## config.mk

```make
export PLATFORM = sky130hd
export DESIGN_NAME = gtb_bank
export DESIGN_NICKNAME = d
export VERILOG_FILES = /design/src/rtl/gtb_pkg.sv /design/src/rtl/gtb_timer_if.sv /design/src/rtl/gtb_timer_unit.sv /design/src/rtl/gtb_bank.sv
export SDC_FILE = /design/constraint.sdc
export NUM_CORES = 1
export LEC_CHECK = 0
export BUFFER_PORTS_ARGS = -buffer_cell sky130_fd_sc_hd__buf_2
export CAP_MARGIN = 5
export CORE_MARGIN = 2
export CORE_UTILIZATION = 35
export DETAILED_ROUTE_END_ITERATION = 8
export GPL_TIMING_DRIVEN = 0
export SKIP_LAST_GASP = 1
export SLEW_MARGIN = 20
export SYNTH_ARGS = -nofsm -noshare
export SYNTH_HDL_FRONTEND = slang
export SYNTH_SLANG_ARGS = --single-unit
export TNS_END_PERCENT = 10
```

## constraint.sdc

```tcl
create_clock -name aclk -period 3.3 [get_ports aclk]
set_input_delay 0.33 -clock aclk [delete_from_list [all_inputs] [get_ports aclk]]
set_output_delay 0.33 -clock aclk [all_outputs]
set_load 0.01 [all_outputs]
```

## src/rtl/gtb_pkg.sv

```systemverilog
// Package: register map, field layout and reset values of the timer bank
package gtb_pkg;
  localparam int ADDR_W = 8;
  localparam int MAX_TMR = 6;
  localparam int MAX_CAP = 4;
  // Per-timer block: timer n sits at n * TMR_STRIDE
  localparam logic [7:0] TMR_STRIDE = 8'h10;
  localparam logic [7:0] CTRL_OFF = 8'h00;
  localparam logic [7:0] PSC_OFF = 8'h04;
  localparam logic [7:0] CMP_OFF = 8'h08;
  localparam logic [7:0] CNT_OFF = 8'h0C;
  // Capture values: capture n at CAP_BASE + 4 * n
  localparam logic [7:0] CAP_BASE = 8'h60;
  localparam logic [7:0] STAT_OFF = 8'h70;
  localparam logic [7:0] MASK_OFF = 8'h74;
  // Control fields
  localparam int CTRL_EN_BIT = 0;
  localparam int CTRL_MODE_BIT = 1;
  localparam int CTRL_SEL_LSB = 2;
  localparam int SEL_W = 2;
  // Status and mask layout
  localparam int STAT_TMR_LSB = 0;
  localparam int STAT_CAP_LSB = 8;
  // Reset values
  localparam logic [7:0] PSC_RST = 8'h00;
  localparam logic [15:0] CMP_RST = 16'hFFFF;
  localparam logic [31:0] MASK_RST = 32'h0000_0000;
  // Bus responses
  localparam logic [1:0] RESP_OKAY = 2'h0;
  localparam logic [1:0] RESP_SLVERR = 2'h2;
  typedef enum logic [0:0] {
    MODE_AUTO = 1'h0,
    MODE_SINGLE = 1'h1
  } gtb_mode_t;
endpackage : gtb_pkg

```

## src/rtl/gtb_timer_if.sv

```systemverilog
// Interface: control and status of one timer between bank and counter unit
`timescale 1ns/10ps
interface gtb_timer_if #(parameter int CW = 16, parameter int PW = 8);
  logic en;
  gtb_pkg::gtb_mode_t mode;
  logic [PW-1:0] psc;
  logic [CW-1:0] cmp;
  logic tick;
  logic cap_in;
  logic [CW-1:0] count;
  logic [CW-1:0] cap_val;
  logic hit;
  logic cap_evt;
  modport bank (output en, mode, psc, cmp, tick, cap_in, input count, cap_val, hit, cap_evt);
  modport unit (input en, mode, psc, cmp, tick, cap_in, output count, cap_val, hit, cap_evt);
endinterface : gtb_timer_if

```

## src/rtl/gtb_timer_unit.sv

```systemverilog
// Module: one counter with prescaler, terminal detect and optional capture
`timescale 1ns/10ps
module gtb_timer_unit #(
  parameter int CW = 16,
  parameter int PW = 8,
  parameter bit HAS_CAP = 1'b1
) (
  // Clock and reset
  input wire logic aclk,
  input wire logic aresetn,
  // Bank side
  gtb_timer_if.unit tif
);
  logic [PW-1:0] psc_q;
  logic [CW-1:0] cnt_q;
  logic [CW-1:0] cap_q;
  logic en_d1_q;
  logic cap_prev_q;
  logic start;
  logic step;
  logic edge_seen;

  assign start = tif.en & ~en_d1_q;
  assign step = tif.en & ~start & tif.tick & (psc_q == tif.psc);
  assign tif.hit = step & (cnt_q == tif.cmp);
  assign edge_seen = tif.cap_in & ~cap_prev_q;
  assign tif.cap_evt = HAS_CAP & edge_seen;
  assign tif.count = cnt_q;
  assign tif.cap_val = cap_q;

  always_ff @(posedge aclk) begin
    if (!aresetn) begin
      en_d1_q <= 1'b0;
      cap_prev_q <= 1'b0;
    end else begin
      en_d1_q <= tif.en;
      cap_prev_q <= tif.cap_in;
    end
  end

  // Prescaler restarts with each enable so the first period is whole
  always_ff @(posedge aclk) begin
    if (!aresetn) begin
      psc_q <= '0;
    end else if (!tif.en || start) begin
      psc_q <= '0;
    end else if (tif.tick) begin
      psc_q <= (psc_q == tif.psc) ? '0 : psc_q + PW'(1);
    end
  end

  always_ff @(posedge aclk) begin
    if (!aresetn) begin
      cnt_q <= '0;
    end else if (start) begin
      cnt_q <= '0;
    end else if (tif.hit) begin
      cnt_q <= (tif.mode == gtb_pkg::MODE_SINGLE) ? cnt_q : '0;
    end else if (step) begin
      cnt_q <= cnt_q + CW'(1);
    end
  end

  always_ff @(posedge aclk) begin
    if (!aresetn) begin
      cap_q <= '0;
    end else if (tif.cap_evt) begin
      cap_q <= cnt_q;
    end
  end

  a_auto_restart: assert property (@(posedge aclk) disable iff (!aresetn)
    tif.hit && tif.mode == gtb_pkg::MODE_AUTO |=> cnt_q == '0)
    else $error("auto-reload counter did not restart at zero");
  a_single_halt: assert property (@(posedge aclk) disable iff (!aresetn)
    tif.hit && tif.mode == gtb_pkg::MODE_SINGLE |=> cnt_q == $past(cnt_q))
    else $error("single-shot counter moved after terminal count");
  a_count_step: assert property (@(posedge aclk) disable iff (!aresetn)
    step && !tif.hit |=> cnt_q == $past(cnt_q) + CW'(1))
    else $error("counter did not advance by one on a tick");
  a_psc_bound: assert property (@(posedge aclk) disable iff (!aresetn)
    tif.en && tif.tick && psc_q == tif.psc && $stable(tif.psc) |=> psc_q == '0)
    else $error("prescaler did not wrap at programmed ratio");
  a_idle_hold: assert property (@(posedge aclk) disable iff (!aresetn)
    !tif.en && !en_d1_q |=> $stable(cnt_q))
    else $error("disabled counter changed");
  a_cap_value: assert property (@(posedge aclk) disable iff (!aresetn)
    tif.cap_evt |=> cap_q == $past(cnt_q))
    else $error("capture did not latch the count");
endmodule : gtb_timer_unit

```

## src/rtl/gtb_bank.sv

```systemverilog
// Module: six-timer bank with AXI4-Lite registers, capture pins and interrupt
`timescale 1ns/10ps
module gtb_bank #(
  parameter int NUM_TMR = 6,
  parameter int NUM_CAP = 4,
  parameter int CNT_W = 16,
  parameter int PSC_W = 8,
  parameter int NUM_SRC = 3
) (
  // Clock and reset
  input wire logic aclk,
  input wire logic aresetn,
  // AXI4-Lite write address
  input wire logic awvalid,
  output logic awready,
  input wire logic [gtb_pkg::ADDR_W-1:0] awaddr,
  input wire logic [2:0] awprot,
  // AXI4-Lite write data
  input wire logic wvalid,
  output logic wready,
  input wire logic [31:0] wdata,
  input wire logic [3:0] wstrb,
  // AXI4-Lite write response
  output logic bvalid,
  input wire logic bready,
  output logic [1:0] bresp,
  // AXI4-Lite read address
  input wire logic arvalid,
  output logic arready,
  input wire logic [gtb_pkg::ADDR_W-1:0] araddr,
  input wire logic [2:0] arprot,
  // AXI4-Lite read data
  output logic rvalid,
  input wire logic rready,
  output logic [31:0] rdata,
  output logic [1:0] rresp,
  // Timer clock sources, one-cycle pulses from the clock generator
  input wire logic [NUM_SRC-1:0] src_tick,
  // Capture pins
  input wire logic [NUM_CAP-1:0] cap_in,
  // Interrupt
  output logic irq
);
  generate
    if (NUM_TMR < 1 || NUM_TMR > gtb_pkg::MAX_TMR || NUM_CAP > NUM_TMR || NUM_CAP > gtb_pkg::MAX_CAP
        || NUM_CAP < 1 || CNT_W < 1 || CNT_W > 16 || PSC_W < 1 || PSC_W > 8 || NUM_SRC != 3) begin : g_bad
      $error("gtb_bank: parameters outside what the register map serves");
    end
  endgenerate

  logic [NUM_TMR-1:0] en_q;
  gtb_pkg::gtb_mode_t mode_q [NUM_TMR];
  logic [gtb_pkg::SEL_W-1:0] sel_q [NUM_TMR];
  logic [PSC_W-1:0] psc_q [NUM_TMR];
  logic [CNT_W-1:0] cmp_q [NUM_TMR];
  logic [31:0] stat_q;
  logic [31:0] mask_q;
  logic [31:0] stat_set;
  logic [31:0] stat_clr;
  logic [NUM_TMR-1:0] hit;
  logic [NUM_CAP-1:0] stat_set_cap;
  logic irq_q;

  // AXI state
  logic awready_q, wready_q, bvalid_q, arready_q, rvalid_q;
  logic aw_have_q, w_have_q;
  logic [gtb_pkg::ADDR_W-1:0] awaddr_q;
  logic [31:0] wdata_q;
  logic [3:0] wstrb_q;
  logic [1:0] bresp_q, rresp_q;
  logic [31:0] rdata_q;
  logic wr_go;
  logic wr_ok;
  logic rd_ok;
  logic [31:0] rd_val;
  logic [31:0] cnt_cap_val;
  logic cnt_cap_ok;

  gtb_timer_if #(.CW(CNT_W), .PW(PSC_W)) tif [NUM_TMR] ();

  function automatic logic [31:0] merge(input logic [31:0] old_v, input logic [31:0] new_v,
                                        input logic [3:0] strb);
    logic [31:0] r;
    r = old_v;
    for (int b = 0; b < 4; b++) begin
      if (strb[b]) begin
        r[8*b +: 8] = new_v[8*b +: 8];
      end
    end
    return r;
  endfunction : merge

  genvar g;
  generate
    for (g = 0; g < NUM_TMR; g++) begin : g_tmr
      logic [31:0] ctrl_w;
      assign ctrl_w = merge({28'h0000000, sel_q[g], mode_q[g], en_q[g]}, wdata_q, wstrb_q);
      assign tif[g].en = en_q[g];
      assign tif[g].mode = mode_q[g];
      assign tif[g].psc = psc_q[g];
      assign tif[g].cmp = cmp_q[g];
      // Source 0 is the bus clock itself; higher codes pick generator pulses
      assign tif[g].tick = (sel_q[g] == '0) ? 1'b1 : src_tick[sel_q[g] - 2'h1];
      assign tif[g].cap_in = (g < NUM_CAP) ? cap_in[g % NUM_CAP] : 1'b0;
      assign hit[g] = tif[g].hit;

      gtb_timer_unit #(.CW(CNT_W), .PW(PSC_W), .HAS_CAP(g < NUM_CAP)) u_unit (
        .aclk(aclk),
        .aresetn(aresetn),
        .tif(tif[g])
      );

      // Enable cleared by hardware on single-shot terminal wins over a write
      always_ff @(posedge aclk) begin
        if (!aresetn) begin
          en_q[g] <= 1'b0;
          mode_q[g] <= gtb_pkg::MODE_AUTO;
          sel_q[g] <= '0;
        end else begin
          if (wr_go && awaddr_q == 8'(g * gtb_pkg::TMR_STRIDE + gtb_pkg::CTRL_OFF)) begin
            en_q[g] <= ctrl_w[gtb_pkg::CTRL_EN_BIT];
            mode_q[g] <= gtb_pkg::gtb_mode_t'(ctrl_w[gtb_pkg::CTRL_MODE_BIT]);
            sel_q[g] <= ctrl_w[gtb_pkg::CTRL_SEL_LSB +: gtb_pkg::SEL_W];
          end
          if (hit[g] && mode_q[g] == gtb_pkg::MODE_SINGLE) begin
            en_q[g] <= 1'b0;
          end
        end
      end

      always_ff @(posedge aclk) begin
        if (!aresetn) begin
          psc_q[g] <= PSC_W'(gtb_pkg::PSC_RST);
          cmp_q[g] <= CNT_W'(gtb_pkg::CMP_RST);
        end else if (wr_go) begin
          if (awaddr_q == 8'(g * gtb_pkg::TMR_STRIDE + gtb_pkg::PSC_OFF)) begin
            psc_q[g] <= PSC_W'(merge(32'(psc_q[g]), wdata_q, wstrb_q));
          end
          if (awaddr_q == 8'(g * gtb_pkg::TMR_STRIDE + gtb_pkg::CMP_OFF)) begin
            cmp_q[g] <= CNT_W'(merge(32'(cmp_q[g]), wdata_q, wstrb_q));
          end
        end
      end

      a_single_clear: assert property (@(posedge aclk) disable iff (!aresetn)
        hit[g] && mode_q[g] == gtb_pkg::MODE_SINGLE |=> !en_q[g] ##1 !en_q[g] || $past(wr_go))
        else $error("single-shot timer left enabled");
      a_hit_flag: assert property (@(posedge aclk) disable iff (!aresetn)
        hit[g] |=> stat_q[gtb_pkg::STAT_TMR_LSB + g])
        else $error("terminal count did not set its status bit");
    end
  endgenerate

  always_comb begin
    stat_set = '0;
    stat_set[gtb_pkg::STAT_TMR_LSB +: NUM_TMR] = hit;
  end

  generate
    for (g = 0; g < NUM_CAP; g++) begin : g_capset
      assign stat_set_cap[g] = tif[g].cap_evt;
    end
  endgenerate

  assign stat_clr = (wr_go && awaddr_q == gtb_pkg::STAT_OFF) ? merge('0, wdata_q, wstrb_q) : '0;

  // A new event beats a same-cycle write-one-to-clear
  always_ff @(posedge aclk) begin
    if (!aresetn) begin
      stat_q <= '0;
    end else begin
      stat_q <= (stat_q & ~stat_clr) | stat_set
                | (32'(stat_set_cap) << gtb_pkg::STAT_CAP_LSB);
    end
  end

  always_ff @(posedge aclk) begin
    if (!aresetn) begin
      mask_q <= gtb_pkg::MASK_RST;
    end else if (wr_go && awaddr_q == gtb_pkg::MASK_OFF) begin
      mask_q <= merge(mask_q, wdata_q, wstrb_q);
    end
  end

  always_ff @(posedge aclk) begin
    if (!aresetn) begin
      irq_q <= 1'b0;
    end else begin
      irq_q <= |(stat_q & mask_q);
    end
  end

  // Write channel: address and data taken in either order
  always_comb begin
    wr_ok = (awaddr_q == gtb_pkg::STAT_OFF) || (awaddr_q == gtb_pkg::MASK_OFF);
    for (int i = 0; i < NUM_TMR; i++) begin
      if (awaddr_q == 8'(i * gtb_pkg::TMR_STRIDE + gtb_pkg::CTRL_OFF)
          || awaddr_q == 8'(i * gtb_pkg::TMR_STRIDE + gtb_pkg::PSC_OFF)
          || awaddr_q == 8'(i * gtb_pkg::TMR_STRIDE + gtb_pkg::CMP_OFF)) begin
        wr_ok = 1'b1;
      end
    end
  end
  assign wr_go = aw_have_q & w_have_q & ~bvalid_q;

  always_ff @(posedge aclk) begin
    if (!aresetn) begin
      aw_have_q <= 1'b0;
      w_have_q <= 1'b0;
      awready_q <= 1'b0;
      wready_q <= 1'b0;
      bvalid_q <= 1'b0;
      bresp_q <= gtb_pkg::RESP_OKAY;
      awaddr_q <= '0;
      wdata_q <= '0;
      wstrb_q <= '0;
    end else begin
      awready_q <= ~aw_have_q & ~(awvalid & awready_q) & ~bvalid_q;
      wready_q <= ~w_have_q & ~(wvalid & wready_q) & ~bvalid_q;
      if (awvalid && awready_q) begin
        aw_have_q <= 1'b1;
        awaddr_q <= {awaddr[gtb_pkg::ADDR_W-1:2], 2'h0};
      end
      if (wvalid && wready_q) begin
        w_have_q <= 1'b1;
        wdata_q <= wdata;
        wstrb_q <= wstrb;
      end
      if (wr_go) begin
        aw_have_q <= 1'b0;
        w_have_q <= 1'b0;
        bvalid_q <= 1'b1;
        bresp_q <= wr_ok ? gtb_pkg::RESP_OKAY : gtb_pkg::RESP_SLVERR;
      end else if (bvalid_q && bready) begin
        bvalid_q <= 1'b0;
      end
    end
  end

  // Read mux; count and capture registers are read-only views
  always_comb begin
    rd_val = '0;
    rd_ok = 1'b0;
    if (araddr[7:2] == gtb_pkg::STAT_OFF[7:2]) begin
      rd_val = stat_q;
      rd_ok = 1'b1;
    end
    if (araddr[7:2] == gtb_pkg::MASK_OFF[7:2]) begin
      rd_val = mask_q;
      rd_ok = 1'b1;
    end
    for (int i = 0; i < NUM_TMR; i++) begin
      if (araddr[7:2] == 6'((i * gtb_pkg::TMR_STRIDE + gtb_pkg::CTRL_OFF) >> 2)) begin
        rd_val = 32'({sel_q[i], mode_q[i], en_q[i]});
        rd_ok = 1'b1;
      end
      if (araddr[7:2] == 6'((i * gtb_pkg::TMR_STRIDE + gtb_pkg::PSC_OFF) >> 2)) begin
        rd_val = 32'(psc_q[i]);
        rd_ok = 1'b1;
      end
      if (araddr[7:2] == 6'((i * gtb_pkg::TMR_STRIDE + gtb_pkg::CMP_OFF) >> 2)) begin
        rd_val = 32'(cmp_q[i]);
        rd_ok = 1'b1;
      end
    end
    rd_val = rd_val | cnt_cap_val;
    rd_ok = rd_ok | cnt_cap_ok;
  end

  logic [CNT_W-1:0] cnt_v [NUM_TMR];
  logic [CNT_W-1:0] cap_v [NUM_TMR];
  generate
    for (g = 0; g < NUM_TMR; g++) begin : g_view
      assign cnt_v[g] = tif[g].count;
      assign cap_v[g] = tif[g].cap_val;
    end
  endgenerate
  always_comb begin
    cnt_cap_val = '0;
    cnt_cap_ok = 1'b0;
    for (int i = 0; i < NUM_TMR; i++) begin
      if (araddr[7:2] == 6'((i * gtb_pkg::TMR_STRIDE + gtb_pkg::CNT_OFF) >> 2)) begin
        cnt_cap_val = 32'(cnt_v[i]);
        cnt_cap_ok = 1'b1;
      end
    end
    for (int i = 0; i < NUM_CAP; i++) begin
      if (araddr[7:2] == 6'((gtb_pkg::CAP_BASE + 4 * i) >> 2)) begin
        cnt_cap_val = 32'(cap_v[i]);
        cnt_cap_ok = 1'b1;
      end
    end
  end

  always_ff @(posedge aclk) begin
    if (!aresetn) begin
      arready_q <= 1'b0;
      rvalid_q <= 1'b0;
      rdata_q <= '0;
      rresp_q <= gtb_pkg::RESP_OKAY;
    end else begin
      arready_q <= ~rvalid_q & ~(arvalid & arready_q);
      if (arvalid && arready_q) begin
        rvalid_q <= 1'b1;
        rdata_q <= rd_ok ? rd_val : '0;
        rresp_q <= rd_ok ? gtb_pkg::RESP_OKAY : gtb_pkg::RESP_SLVERR;
      end else if (rvalid_q && rready) begin
        rvalid_q <= 1'b0;
      end
    end
  end

  assign awready = awready_q;
  assign wready = wready_q;
  assign bvalid = bvalid_q;
  assign bresp = bresp_q;
  assign arready = arready_q;
  assign rvalid = rvalid_q;
  assign rdata = rdata_q;
  assign rresp = rresp_q;
  assign irq = irq_q;

  a_irq_level: assert property (@(posedge aclk) disable iff (!aresetn)
    |(stat_q & mask_q) |=> irq_q)
    else $error("unmasked status did not raise interrupt");
  a_no_cap_hi: assert property (@(posedge aclk) disable iff (!aresetn)
    stat_q[31:gtb_pkg::STAT_CAP_LSB + NUM_CAP] == '0)
    else $error("capture status set for a timer without capture");
endmodule : gtb_bank

```

==> metrics <==
status complete, but fails checks; failing checks negative setup slack; met3 wire len 12600 µm; Clock Skew 45.6 ps; die width 279 µm; DR WL met2 47700 µm; setup ws final -242 ps; Synth Cell Area 0.0265 mm²; DRC Markers 0; Final period util 1.07; nets@finish 3228; WS Path Type flip-flop to flip-flop; Max Slew Vio Count 0; drt pass-1 iters 6; H-tree depth 2; area added between synthesis and finish 16.6%; fraction of registers with async set or reset after synthesis 0; Int Pwr 0.0113 W; Final Critical Period 3540 ps; layout cell share with drive strength beyond 1 0.0938; remaining antenna violation count 0; Crit path top cell by count clkbuf_1; Metal-1 WL 46400 µm; Hold Fails Final Rpt 0; FF+latch count, synth 534; Worst-Margin Slew 1310 ps; Syn Area/Cell 9.05 µm²; sequential share of power 0.463; yosys warns 0; post-CTS setup buffer count 0; Max clock buf depth 3; cell leakage power 9.87 nW; commonest non-fill, non-tap cell in the layout nand2_1; Worst path max stage delay 930 ps; Non-Filler Instances 4158; combinational power share 0.056; Reg clk slew, reported paths 60 ps; Vias 24500; Cells after Synth 2931; top cell type by total area after synthesis dfxtp_1; post-synthesis sequential area ratio 0.464; grt ovf 0; endpoints failing setup 19; core area 0.0747 mm²; Sink Count 534; Multi-input gate area 0.0133 mm²; commonest cells after routing, fill and taps aside nand2_1, dfxtp_1, nor2_1; crit-path max FO 10; root buf cell clkbuf_16; vias per cell 5.89; WL per Instance 27.0 µm; RePlAce Congestion 1.03; Clk pwr share 0.481; dpl ws -387 ps; area share of the largest cell type after synthesis 0.281; total power 0.0150 W; RSZ-0062 raised after global routing yes; worst vdd ir 0.000357 V; port bufs 97; Max Cap Violations 0; net load switching power 0.00361 W; Worst path slowest cell clkbuf_1; Row Count 100; FF/Latch Area 0.0123 mm²; flop2flop setup slack -240 ps; hpwl dp 87400 µm; largest net degree at the start of global routing 18; WP data arrival 4110 ps; placed cells 4001; Num CTS Buffers 58; number of global-route vias before repair 22500; Die H 279 µm; worst path required time 3870 ps; worst hold path type primary input to flip-flop; worst path cell trace nand2_1, and2_1, clkbuf_1, clkbuf_1, clkbuf_1, nand2_1, a2bb2oi_1; Crit. End Element flip-flop; Initial Utilization 0.355; startpoint class of the critical path flip-flop; # IOs 114; Post-Route WL 112000 µm; switching share of power 0.242; clock latency on the worst-skew pair 670 ps; fillers 7481; Pwr Density 484 mW/mm²; Synth Flop Type dfxtp_1; top cells by area in the synthesized netlist dfxtp_1, edfxtp_1, nand2_1, xnor2_1, a21boi_0; Max-slew headroom 0.116; Tot GR Track Use 0.282; DR iter-0 viols 3169; Highest Signal Layer met5; CTS tree done; achievable frequency 0.282 GHz; final core occ 0.414; EDFF count, synth 162; initial antenna violation count 1; Die ar. 0.0780 mm²; first-pass GRT wire length 160000 µm; distinct cell type count after synthesis 89
[cell type report]
class / count / area share
tap: 969 / 0.0392
clock inverter: 20 / 0.0101
antenna: 1 / 0.0000809
buffer: 202 / 0.0268
timing repair buffer: 147 / 0.0315
inverter: 43 / 0.00522
sequential: 534 / 0.398
multi-input combinational: 2152 / 0.430
clock buffer: 90 / 0.0587
[cells in the mapped netlist (6+ instances only)]
library cell / number
nand2_1: 451
dfxtp_1: 372
nor2_1: 175
edfxtp_1: 162
clkbuf_1: 155
a21boi_0: 144
xnor2_1: 141
a21oi_1: 130
o21ai_0: 111
nand3_1: 103
or3_1: 99
a22oi_1: 96
xor2_1: 70
nand4_1: 68
and2_1: 67
inv_1: 42
and3_1: 37
a221oi_1: 29
buf_2: 28
nor2b_1: 27
or2_2: 27
nor3_1: 25
or4_1: 25
o31ai_1: 24
mux2i_1: 22
a211oi_1: 21
a22o_1: 20
ha_1: 18
nor4_1: 18
a31oi_1: 16
nand2b_1: 16
and4_1: 12
buf_1: 12
o211ai_1: 12
a222oi_1: 11
mux2_2: 11
or2_1: 9
a221o_1: 8
nand3b_1: 6
[flip-flops by register name, summed over array words and instances, names as in the netlist, 4 cells and up]
name and count:
awaddr_q 6, cmp_q 96, g_tmr.u_unit.cap_prev_q 4, g_tmr.u_unit.en_d1_q 6, g_tmr.u_unit.psc_q 48, g_tmr.u_unit.tif.cap_val 64, g_tmr.u_unit.tif.count 96, mask_q 32
mode_q 6, psc_q 48, rdata 32, sel_q 12, stat_q 32, tif.en 6, wdata_q 32, wstrb_q 4
[power by group through the flow]
stage / combinational, W / clock, W / sequential, W
floorplan: 0.000432 / 0 / 0.00701
global placement: 0.000760 / 0 / 0.00706
CTS: 0.000806 / 0.00722 / 0.00692
finish: 0.000837 / 0.00719 / 0.00692
global route: 0.000876 / 0.00752 / 0.00692
detailed placement: 0.000762 / 0 / 0.00706
[critical path: cells and delay by family, from the launching register on]
family                 cells  cell delay [ps]
flip-flops                 1              310
AND/OR/NAND/NOR            3              820
AO/OA/AOI/OAI              1              170
buffers and inverters      3             2140
[through the flow]
| step | TNS, ps | hold slack, ps | instance area, µm² |
|---|---|---|---|
| 6_report | -2410 | 29.3 | 30900 |
| 3_5_place_dp | -22700 | 430 | 28300 |
| 2_1_floorplan | 0 | 424 | 26500 |
| 3_3_place_gp | -35600 | 425 | 28200 |
| 5_1_grt | -8440 | 37.5 | 30900 |
| 4_1_cts | -6420 | 1.32 | 30900 |
[path summary, 6_finish.rpt]
path,from,to,depth (start not counted)
worst min register to register,rvalid,arready,1
worst max register to register,arready,rdata[6],7
worst min-delay path,wdata[4],wdata_q[4],3
worst max-delay path,arready,rdata[6],7
[cell families (layout without fill, tap and decap cells)]
group                    after synthesis  after routing  synth area share
adder cells (fa/ha/maj)               18             18           0.00849
flip-flops                           534            534             0.464
XOR/XNOR                             211            211            0.0697
multiplexers                          37             37            0.0159
buffers and inverters                246            502            0.0375
other                                  1              3          0.000141
AO/OA/AOI/OAI                        679            679             0.176
AND/OR/NAND/NOR                     1205           1205             0.228
[layer usage]
metal,global-route usage,up-vias
met5,0,-
met4,0.128,2
met3,0.0601,263
met2,0.423,1455
met1,0.388,11800
li1,-,11000
[timing repair]
item | 4_1_cts | 5_1_grt
resized for setup | 2 | 5
hold endpoints to repair | 47 | 0
hold buffers | 47 | 0
pin swaps | 0 | 0
setup endpoints to repair | 63 | 100
Power figures use the tool's default switching activity.
